$ cat src/core/cds_pkg.sv
// package: constants, types and decode helpers for the complement/decrement/skip execution block
package cds_pkg;
   localparam int DATA_W = 8;
   localparam int ADDR_W = 5;
   localparam int INSTR_W = 12;
   // field positions inside the 12-bit instruction word
   localparam int OPC_MSB = 11;
   localparam int OPC_LSB = 6;
   localparam int DEST_POS = 5;
   localparam int ADDR_MSB = 4;
   // six-bit opcode prefixes
   localparam logic [5:0] OPC_INVERT = 6'h09; // 0010 01
   localparam logic [5:0] OPC_MINUS = 6'h03; // 0000 11
   localparam logic [5:0] OPC_MINUS_SKIP = 6'h0B; // 0010 11
   // destination select
   localparam logic DEST_ACC = 1'b0;
   localparam logic DEST_FILE = 1'b1;
   // reset values and the decrement step
   localparam logic [7:0] ACC_RST = 8'h00;
   localparam logic ZERO_RST = 1'b0;
   localparam logic [4:0] ADDR_RST = 5'h00;
   localparam logic [7:0] DATA_ONE = 8'h01;

   typedef enum logic [1:0] {
      CDS_OP_PASS = 2'h0,
      CDS_OP_INV = 2'h1,
      CDS_OP_DEC = 2'h2
   } cds_op_e;

   typedef enum logic [1:0] {
      ST_RUN = 2'b01,
      ST_DISCARD = 2'b10
   } cds_state_e;

   function automatic logic [5:0] cds_opc(input logic [11:0] instr);
      return instr[OPC_MSB:OPC_LSB];
   endfunction : cds_opc

   function automatic logic cds_known(input logic [11:0] instr);
      logic [5:0] o;
      o = cds_opc(instr);
      return (o == OPC_INVERT) || (o == OPC_MINUS) || (o == OPC_MINUS_SKIP);
   endfunction : cds_known
endpackage : cds_pkg

$ cat src/core/cds_alu_if.sv
// interface: operation request and result between executor and its arithmetic unit
`timescale 1ns/10ps
interface cds_alu_if;
   import cds_pkg::*;
   cds_op_e op;
   logic [7:0] operand;
   logic [7:0] result;
   logic zero;
   modport exec (output op, output operand, input result, input zero);
   modport alu (input op, input operand, output result, output zero);
endinterface : cds_alu_if

$ cat src/core/cds_alu.sv
// module: combinational invert/decrement unit with zero detect
`timescale 1ns/10ps
module cds_alu
   import cds_pkg::*;
(
   cds_alu_if.alu alu
);
   // result and zero detect, purely combinational
   always_comb begin
      unique case (alu.op)
         CDS_OP_INV: alu.result = ~alu.operand;
         CDS_OP_DEC: alu.result = alu.operand - DATA_ONE;
         default: alu.result = alu.operand;
      endcase
      alu.zero = (alu.result == 8'h00);
   end
endmodule : cds_alu

$ cat src/core/cds_exec.sv
// module: execution of the invert, decrement and decrement-skip file instructions
`timescale 1ns/10ps
// Summary of operation
// - invert: all eight bits of the selected register inverted, zero flag from result
// - destination bit 0 writes the accumulator, 1 writes back the file register
// - opcode 0000 11 d fffff: register minus one, zero flag updated
// - opcode 0010 11 d fffff: register minus one, status left unchanged
// - decrement-skip with zero result discards the next instruction, runs an idle cycle
module cds_exec
   import cds_pkg::*;
(
   input wire logic clk_in,
   input wire logic arst_n_in,
   input wire logic instr_valid_in,
   input wire logic [11:0] instr_in,
   input wire logic [7:0] file_rdata_in,
   output logic [7:0] acc_out,
   output logic zero_flag_out,
   output logic file_we_out,
   output logic [4:0] file_addr_out,
   output logic [7:0] file_wdata_out,
   output logic done_out,
   output logic skip_out,
   output logic idle_out
);
   logic rst_meta_q;
   logic rst_n_q;
   cds_state_e state_q, state_d;
   logic [7:0] acc_q, acc_d;
   logic zero_q, zero_d;
   logic we_q, we_d;
   logic [4:0] addr_q, addr_d;
   logic [7:0] wdata_q, wdata_d;
   logic done_q, done_d;
   logic skip_q, skip_d;
   logic idle_q, idle_d;
   logic [5:0] opc;
   logic dest;
   logic [4:0] sel;
   logic hit;
   cds_alu_if alu_if ();

   // reset release through two flops, assertion stays asynchronous
   always_ff @(posedge clk_in or negedge arst_n_in) begin
      if (!arst_n_in) begin
         rst_meta_q <= 1'b0;
         rst_n_q <= 1'b0;
      end else begin
         rst_meta_q <= 1'b1;
         rst_n_q <= rst_meta_q;
      end
   end

   cds_alu u_alu (
      .alu (alu_if.alu)
   );

   // field decode and operand select; a write issued last cycle has not yet reached
   // the file, so its data is forwarded to avoid a stale read
   always_comb begin
      opc = cds_opc(instr_in);
      dest = instr_in[DEST_POS];
      sel = instr_in[ADDR_MSB:0];
      hit = instr_valid_in && (state_q == ST_RUN) && cds_known(instr_in);
      if (we_q && (addr_q == sel)) begin
         alu_if.operand = wdata_q;
      end else begin
         alu_if.operand = file_rdata_in;
      end
      unique case (opc)
         OPC_INVERT: alu_if.op = CDS_OP_INV;
         OPC_MINUS: alu_if.op = CDS_OP_DEC;
         OPC_MINUS_SKIP: alu_if.op = CDS_OP_DEC;
         default: alu_if.op = CDS_OP_PASS;
      endcase
   end

   // next-state: one instruction per cycle, one idle cycle after a taken skip
   always_comb begin
      state_d = state_q;
      acc_d = acc_q;
      zero_d = zero_q;
      we_d = 1'b0;
      addr_d = addr_q;
      wdata_d = wdata_q;
      done_d = 1'b0;
      skip_d = 1'b0;
      idle_d = 1'b0;
      unique case (state_q)
         ST_RUN: begin
            if (hit) begin
               done_d = 1'b1;
               if (dest == DEST_ACC) begin
                  acc_d = alu_if.result;
               end else begin
                  we_d = 1'b1;
                  addr_d = sel;
                  wdata_d = alu_if.result;
               end
               if (opc != OPC_MINUS_SKIP) begin
                  zero_d = alu_if.zero;
               end
               if ((opc == OPC_MINUS_SKIP) && alu_if.zero) begin
                  skip_d = 1'b1;
                  state_d = ST_DISCARD;
               end
            end
         end
         ST_DISCARD: begin
            // the fetched word is dropped; waits for it if fetch stalled
            if (instr_valid_in) begin
               idle_d = 1'b1;
               state_d = ST_RUN;
            end
         end
      endcase
   end

   // registers only
   always_ff @(posedge clk_in or negedge rst_n_q) begin
      if (!rst_n_q) begin
         state_q <= ST_RUN;
         acc_q <= ACC_RST;
         zero_q <= ZERO_RST;
         we_q <= 1'b0;
         addr_q <= ADDR_RST;
         wdata_q <= ACC_RST;
         done_q <= 1'b0;
         skip_q <= 1'b0;
         idle_q <= 1'b0;
      end else begin
         state_q <= state_d;
         acc_q <= acc_d;
         zero_q <= zero_d;
         we_q <= we_d;
         addr_q <= addr_d;
         wdata_q <= wdata_d;
         done_q <= done_d;
         skip_q <= skip_d;
         idle_q <= idle_d;
      end
   end

   assign acc_out = acc_q;
   assign zero_flag_out = zero_q;
   assign file_we_out = we_q;
   assign file_addr_out = addr_q;
   assign file_wdata_out = wdata_q;
   assign done_out = done_q;
   assign skip_out = skip_q;
   assign idle_out = idle_q;
endmodule : cds_exec

$ cat config.mk
export PLATFORM = sky130hd
export DESIGN_NAME = cds_exec
export DESIGN_NICKNAME = d
export VERILOG_FILES = /design/src/core/cds_pkg.sv /design/src/core/cds_alu_if.sv /design/src/core/cds_alu.sv /design/src/core/cds_exec.sv
export SDC_FILE = /design/constraint.sdc
export NUM_CORES = 1
export LEC_CHECK = 0
export BUFFER_PORTS_ARGS = -buffer_cell sky130_fd_sc_hd__buf_2
export CORE_ASPECT_RATIO = 0.9
export CORE_UTILIZATION = 55
export CTS_BUF_LIST = sky130_fd_sc_hd__clkbuf_2
export CTS_CLUSTER_DIAMETER = 40
export DETAILED_ROUTE_END_ITERATION = 7
export MAX_ROUTING_LAYER = met4
export PLACE_DENSITY = 0.83
export SYNTH_ARGS = -nofsm -noshare
export SYNTH_HDL_FRONTEND = slang
export SYNTH_HIERARCHICAL = 1
export SYNTH_SLANG_ARGS = --single-unit
$ cat constraint.sdc
create_clock -name clk_in -period 1.7 [get_ports clk_in]
set_input_delay 0.17 -clock clk_in [delete_from_list [all_inputs] [get_ports clk_in]]
set_output_delay 0.17 -clock clk_in [all_outputs]
set_load 0.005 [all_outputs]
==> flow_metrics.tcl, run 1 <==
set metrics [dict create \
    status "complete, but fails checks" \
    violations "negative setup slack" \
    r2r_slack_ns -1.81 \
    cp-start-kind "flip-flop" \
    gr-usage-all-layers 0.427 \
    post-route-util 0.953 \
    core_sq_mm 0.00307 \
    drv_slew 0 \
    holdPathEnd "file_addr_out[3]$_DFFE_PN0P_" \
    drive_gt1_frac 0.710 \
    insertion_delay_ns 0.40 \
    wl_per_cell_um 25.5 \
    syn_avg_cell_area_sq_um 11.6 \
    hold_path.class "input port to flip-flop" \
    yosysTopAreaCellShare 0.411 \
    fmax_mhz 285 \
    synth_edf_count 0 \
    powerDensity_mw_per_mm2 684 \
    drtAntennaViolNets 0 \
    nets 295 \
    path_max_fanout 6 \
    instances_no_fill 311 \
    synth_area_sq_mm 0.00177 \
    synthCells 152 \
    finClkSkew_ns 0.0316 \
    cp_slowest_stage_delay_ns 0.45 \
    synth.top_cells.by_area "dfrtp_1 41%, mux2_2 14%, mux2_4 8.5%" \
    whs_ns 0.0278 \
    die_w_um 61.7 \
    worstHoldPathCells 2 \
    total_leakage_power_nw 1.49 \
    syn_to_final_growth_pct 65.5 \
    htreeDepth 2 \
    num_vias 2012 \
    crit_chain "xor2_1 -> nor4_1 -> and3_1 -> buf_6 -> mux2_4 -> nor4_4 -> nand3b_1 -> mux2_4 -> a211o_1 -> nor4_4 -> nand3_1 -> o21ai_2 -> o21ba_2" \
    cts_made_buffers 5 \
    start_util 0.576 \
    drt_iter0_markers 224 \
    place_hpwl_um 3480 \
    grt_pass1_vias 1987 \
    routabilityCongestion 0.902 \
    setup-violations-final 25 \
    hold_violations 0 \
    synthFlopType "dfrtp_1" \
    r2r-end "state_q[1]$_DFFE_PN0P_" \
    clk_pin_slew_ns 0.16 \
    synth-warning-count 6 \
    worstRegToRegCells 13 \
    rr_startpoint "file_addr_out[4]$_DFFE_PN0P_" \
    antenna_found_initial 0 \
    clkSinkCount 30 \
    dr.pass1.iters 5 \
    synth-seq-cells 30 \
    drt_wl_total_um 7920 \
    cpMaxStageDelayCell "dfrtp_1" \
    core.rowCount 19 \
    clk_path_buf_depth 2 \
    tritoncts "done" \
    tns_ns -27.07 \
    rsz0062_at_grt "yes" \
    cp_data_required_time_ns 2.03 \
    final_cell_mix "53 x buf_4, 48 x buf_2, 29 x dfrtp_1" \
    layout_setup_ws_ns -1.81 \
    crit_family "simple AND/OR/NAND/NOR gates" \
    path_class "flip-flop to flip-flop" \
    ys_types 44 \
    numPortBuffers 48 \
    die_y_um 55.8 \
    cap_viol_max_count 0 \
    viasPerCell 6.47 \
    min_period_ns 3.51 \
    root_buffer "clkbuf_2" \
    path_buf_inv 1 \
    fin_crit_sh 2.06 \
    hold_start "instr_in[3]" \
    yosys.area.top_type "dfrtp_1" \
    grt_pass1_wl_um 9920 \
    max-vdd-ir-drop_mv 1.17 \
    diodes 0 \
    grt_start_max_net_pins 29 \
    die_area_sq_mm 0.00344 \
    ys_async_sr_fraction 1.00 \
    yosysSeqAreaShare 0.426 \
    gr-total-overflow 0 \
    dp.cells 286 \
    ioPinCount 49 \
    critPathCaptureType "flip-flop" \
    final_common_cell "buf_4" \
    critPathArrivalTime_ns 3.83 \
    syn_nets 178 \
    route.detailed.drc 0 \
]
cell usage after synthesis, drive strengths merged, types with 2 or more instances:
| library cell | count |
|---|---|
| a211o | 3 |
| a21o | 2 |
| a21oi | 3 |
| and3 | 2 |
| and3b | 2 |
| buf | 3 |
| clkbuf | 3 |
| dfrtp | 29 |
| ha | 3 |
| inv | 9 |
| mux2 | 32 |
| nand2 | 10 |
| nor2 | 10 |
| nor3 | 5 |
| nor3b | 2 |
| nor4 | 6 |
| o21ai | 5 |
| o21bai | 2 |
| xnor2 | 2 |
| xor2 | 4 |
logic make-up after synthesis:
family,count (synthesis),synth area share
AO/OA/AOI/OAI,22,0.0892
XOR/XNOR,6,0.0297
adder cells (fa/ha/maj),3,0.0212
buffers and inverters,15,0.0453
flip-flops,30,0.426
multiplexers,32,0.225
other,1,0.00212
AND/OR/NAND/NOR,43,0.161
per-stage QoR:
stage	total power [mW]	area (sq um)	setup WS, ns
6_report	2.00	2920	-1.81
5_1_grt	2.07	2920	-1.95
4_1_cts	1.89	2830	-1.61
3_5_place_dp	1.31	2440	-1.70
3_3_place_gp	1.28	2440	-1.57
2_1_floorplan	1.07	1820	-1.45
area by class of cell:
cell class / instances / area [sq um]
clock buffers: 5 / 25.0
clock inverters: 2 / 33.8
fillers: 75 / 143
inverters: 9 / 41.3
multi-input cells: 107 / 1190
flip-flops and latches: 30 / 752
well taps: 42 / 52.6
repair buffers: 116 / 831
sequential cells by signal, summed over array words and instances (netlist names):
name	count
file_wdata_out	8
zero_flag_out	1
acc_out	8
rst_n_q	1
done_out	1
idle_out	1
file_addr_out	5
state_q	2
rst_meta_q	1
file_we_out	1
skip_out	1
routing by layer:
| metal | share of wire | GRT usage | up-vias | wire [um] |
|---|---|---|---|---|
| met5 | 0 | - | - | 0 |
| met3 | 0.099 | 0.135 | 83 | 783 |
| met2 | 0.47 | 0.680 | 210 | 3730 |
| met4 | 0.097 | 0.298 | 0 | 764 |
| met1 | 0.33 | 0.430 | 945 | 2640 |
| li1 | - | - | 774 | - |
worst max-delay path by stage:
stage          depth (start not counted)                endpoint                          from
4_1_cts                               13  state_q[1]$_DFFE_PN0P_  file_addr_out[4]$_DFFE_PN0P_
2_1_floorplan                         13  state_q[1]$_DFFE_PN0P_  file_addr_out[3]$_DFFE_PN0P_
3_3_place_gp                          13  state_q[1]$_DFFE_PN0P_  file_addr_out[3]$_DFFE_PN0P_
3_5_place_dp                          13  state_q[1]$_DFFE_PN0P_  file_addr_out[0]$_DFFE_PN0P_
5_1_grt                               13  state_q[1]$_DFFE_PN0P_  file_addr_out[1]$_DFFE_PN0P_
6_report                              13  state_q[1]$_DFFE_PN0P_  file_addr_out[4]$_DFFE_PN0P_
where the power goes:
| group | internal [mW] | switching [mW] | leakage, nW | total [mW] |
|---|---|---|---|---|
| sequential | 0.803 | 0.0773 | 0.404 | 0.880 |
| clock | 0.237 | 0.257 | 0.0365 | 0.493 |
| combinational | 0.338 | 0.287 | 1.05 | 0.625 |
worst register-to-register path, stage by stage (launching register included):
cell and delay (ns):
dfrtp_1 0.45, xor2_1 0.16, nor4_1 0.26, and3_1 0.22, buf_6 0.15, mux2_4 0.34
nor4_4 0.36, nand3b_1 0.17, mux2_4 0.34, a211o_1 0.33, nor4_4 0.20, nand3_1 0.15
o21ai_2 0.16, o21ba_2 0.14
repair_timing:
item | in CTS | in global routing
setup buffers | 14 | 7
pin swaps | 24 | 12
endpoints found under the setup margin | 25 | 25
endpoints found under the hold margin | 2 | 0
hold buffers | 1 | 0
gates cloned | 1 | 0
gates resized for setup | 46 | 21
Power figures use the tool's default switching activity.
==> inputs of run 2 (changes only) <==
Settings changed: BUFFER_PORTS_ARGS -buffer_cell sky130_fd_sc_hd__buf_2 to unset, CORE_ASPECT_RATIO 0.9 to unset, DONT_BUFFER_PORTS set to 1, PLACE_DENSITY 0.83 to 0.7, SETUP_SLACK_MARGIN set to 0.4.
==> run 2 against run 1 <==
  * The flow still finishes with violations (negative setup slack)
  * Critical path depth rose by 1
  * Sequential share of layout area rose by 2.9 points
  * Sequential cell count did not move
  * Critical endpoint unchanged
  * Largest power group unchanged
==> flow_metrics.tcl, run 2 (synthesized netlist as in run 1, its figures left out) <==
set metrics [dict create \
    total_leakage_power_nw 1.25 \
    r2r_slack_ns -1.78 \
    nets 251 \
    hold_path.class "input port to flip-flop" \
    grt_pass1_wl_um 7760 \
    final_cell_mix "54 x buf_4, 29 x dfrtp_1, 23 x mux2_4" \
    path_class "flip-flop to flip-flop" \
    die_area_sq_mm 0.00344 \
    rr_startpoint "file_addr_out[4]$_DFFE_PN0P_" \
    drv_slew 0 \
    die_w_um 58.7 \
    cp-start-kind "flip-flop" \
    cpMaxStageDelayCell "dfrtp_1" \
    grtUsageMet1 0.363 \
    busiest_layer "met2" \
    drt_wl_total_um 5210 \
    path_max_fanout 5 \
    use_met3 0.0747 \
    grt_pass1_vias 1600 \
    route.detailed.drc 0 \
    antenna_found_initial 0 \
    violations "negative setup slack" \
    wl_per_cell_um 19.3 \
    worstRegToRegCells 14 \
    finClkSkew_ns 0.0169 \
    gr-total-overflow 0 \
    powerDensity_mw_per_mm2 643 \
    core_sq_mm 0.00305 \
    path_buf_inv 2 \
    clkSinkCount 30 \
    die_y_um 58.7 \
    hold_violations 0 \
    ioPinCount 49 \
    whs_ns 0.0604 \
    final_common_cell "buf_4" \
    setup-violations-final 25 \
    syn_to_final_growth_pct 48.9 \
    root_buffer "clkbuf_2" \
    place_hpwl_um 3210 \
    drtAntennaViolNets 0 \
    cap_viol_max_count 0 \
    critPathArrivalTime_ns 3.79 \
    gr-usage-all-layers 0.317 \
    clk_pin_slew_ns 0.15 \
    viasPerCell 5.53 \
    crit_family "simple AND/OR/NAND/NOR gates" \
    drt_iter0_markers 38 \
    dr.pass1.iters 4 \
    met2_usage 0.557 \
    grt_start_max_net_pins 18 \
    start_util 0.579 \
    htreeDepth 2 \
    holdPathEnd "done_out$_DFF_PN0_" \
    fill_cells 169 \
    rsz0062_at_grt "yes" \
    drive_gt1_frac 0.588 \
    worstHoldPathCells 2 \
    tns_ns -26.35 \
    fin_crit_sh 2.05 \
    max-vdd-ir-drop_mv 0.536 \
    numPortBuffers 0 \
    routabilityCongestion 0.810 \
    insertion_delay_ns 0.36 \
    core.rowCount 20 \
    layout_setup_ws_ns -1.78 \
    critPathCaptureType "flip-flop" \
    cts_made_buffers 5 \
    num_vias 1494 \
    crit_chain "xor2_1 -> nor4_2 -> and3_1 -> buf_6 -> mux2_4 -> buf_6 -> nor4_4 -> nand3b_1 -> mux2_4 -> a211o_1 -> nor4_4 -> nand3_1 -> o21ai_2 -> o21ba_2" \
    dp_slack_ns -1.78 \
    status "complete, but fails checks" \
    cp_slowest_stage_delay_ns 0.42 \
    instances_no_fill 270 \
    cp_data_required_time_ns 2.01 \
    tritoncts "done" \
    hold_start "instr_in[9]" \
    r2r-end "state_q[1]$_DFFE_PN0P_" \
    clk_path_buf_depth 2 \
    diodes 0 \
    fmax_mhz 288 \
    min_period_ns 3.48 \
    dp.cells 239 \
]
run 2: cell count changes in the layout (fill, tap and decap cells not counted), moves of 3 or more:
| cell | before | now |
|---|---|---|
| buf_2 | 48 | 0 |
| dlygate4sd3_1 | 1 | 9 |
| mux2_2 | 6 | 9 |
| buf_6 | 12 | 6 |
| mux2_4 | 26 | 23 |
run 2: area by class of cell:
| class | instances | area (sq um) | share of cell area |
|---|---|---|---|
| inverter | 9 | 36.3 | 0.0138 |
| clock inverter | 2 | 8.76 | 0.00333 |
| clock buffer | 6 | 30.0 | 0.0114 |
| timing repair buffer | 72 | 631 | 0.240 |
| tap | 44 | 55.1 | 0.0209 |
| multi-input combinational | 107 | 1120 | 0.425 |
| sequential | 30 | 752 | 0.286 |
run 2: routing by layer:
metal | wire length, um | up-vias | part of all wire
met5 | 0 | - | 0
met4 | 122 | 0 | 0.023
met3 | 207 | 15 | 0.040
met2 | 2790 | 52 | 0.54
met1 | 2090 | 739 | 0.40
li1 | - | 688 | -
run 2: worst max path at each step:
stage / slack (ns) / depth (start not counted) / startpoint / endpoint
floorplan: -1.45 / 13 / file_addr_out[3]$_DFFE_PN0P_ / state_q[1]$_DFFE_PN0P_
global placement: -1.64 / 13 / file_addr_out[3]$_DFFE_PN0P_ / state_q[1]$_DFFE_PN0P_
detailed placement: -1.78 / 13 / file_addr_out[3]$_DFFE_PN0P_ / state_q[1]$_DFFE_PN0P_
CTS: -1.71 / 14 / file_addr_out[4]$_DFFE_PN0P_ / state_q[1]$_DFFE_PN0P_
global route: -1.92 / 14 / file_addr_out[4]$_DFFE_PN0P_ / state_q[1]$_DFFE_PN0P_
finish: -1.78 / 14 / file_addr_out[4]$_DFFE_PN0P_ / state_q[1]$_DFFE_PN0P_
run 2: repair_timing:
action,CTS,global route
resized for setup,29,10
setup endpoints to repair,27,27
pin swaps,15,8
endpoints found under the hold margin,9,2
setup buffers,9,4
hold buffers,8,1
gates cloned,1,0
run 2: power breakdown:
| part | switching (mW) | internal [mW] |
|---|---|---|
| clock | 0.235 | 0.101 |
| sequential | 0.0630 | 0.803 |
| combinational | 0.205 | 0.284 |
| total | 0.503 | 1.19 |
run 2: through the flow:
stage	power, mW	util	area [sq um]
2_1_floorplan	1.07	-	1820
3_3_place_gp	1.21	0.723	2210
3_5_place_dp	1.23	0.723	2210
4_1_cts	1.65	0.832	2540
5_1_grt	1.77	0.862	2630
6_report	1.69	0.862	2630
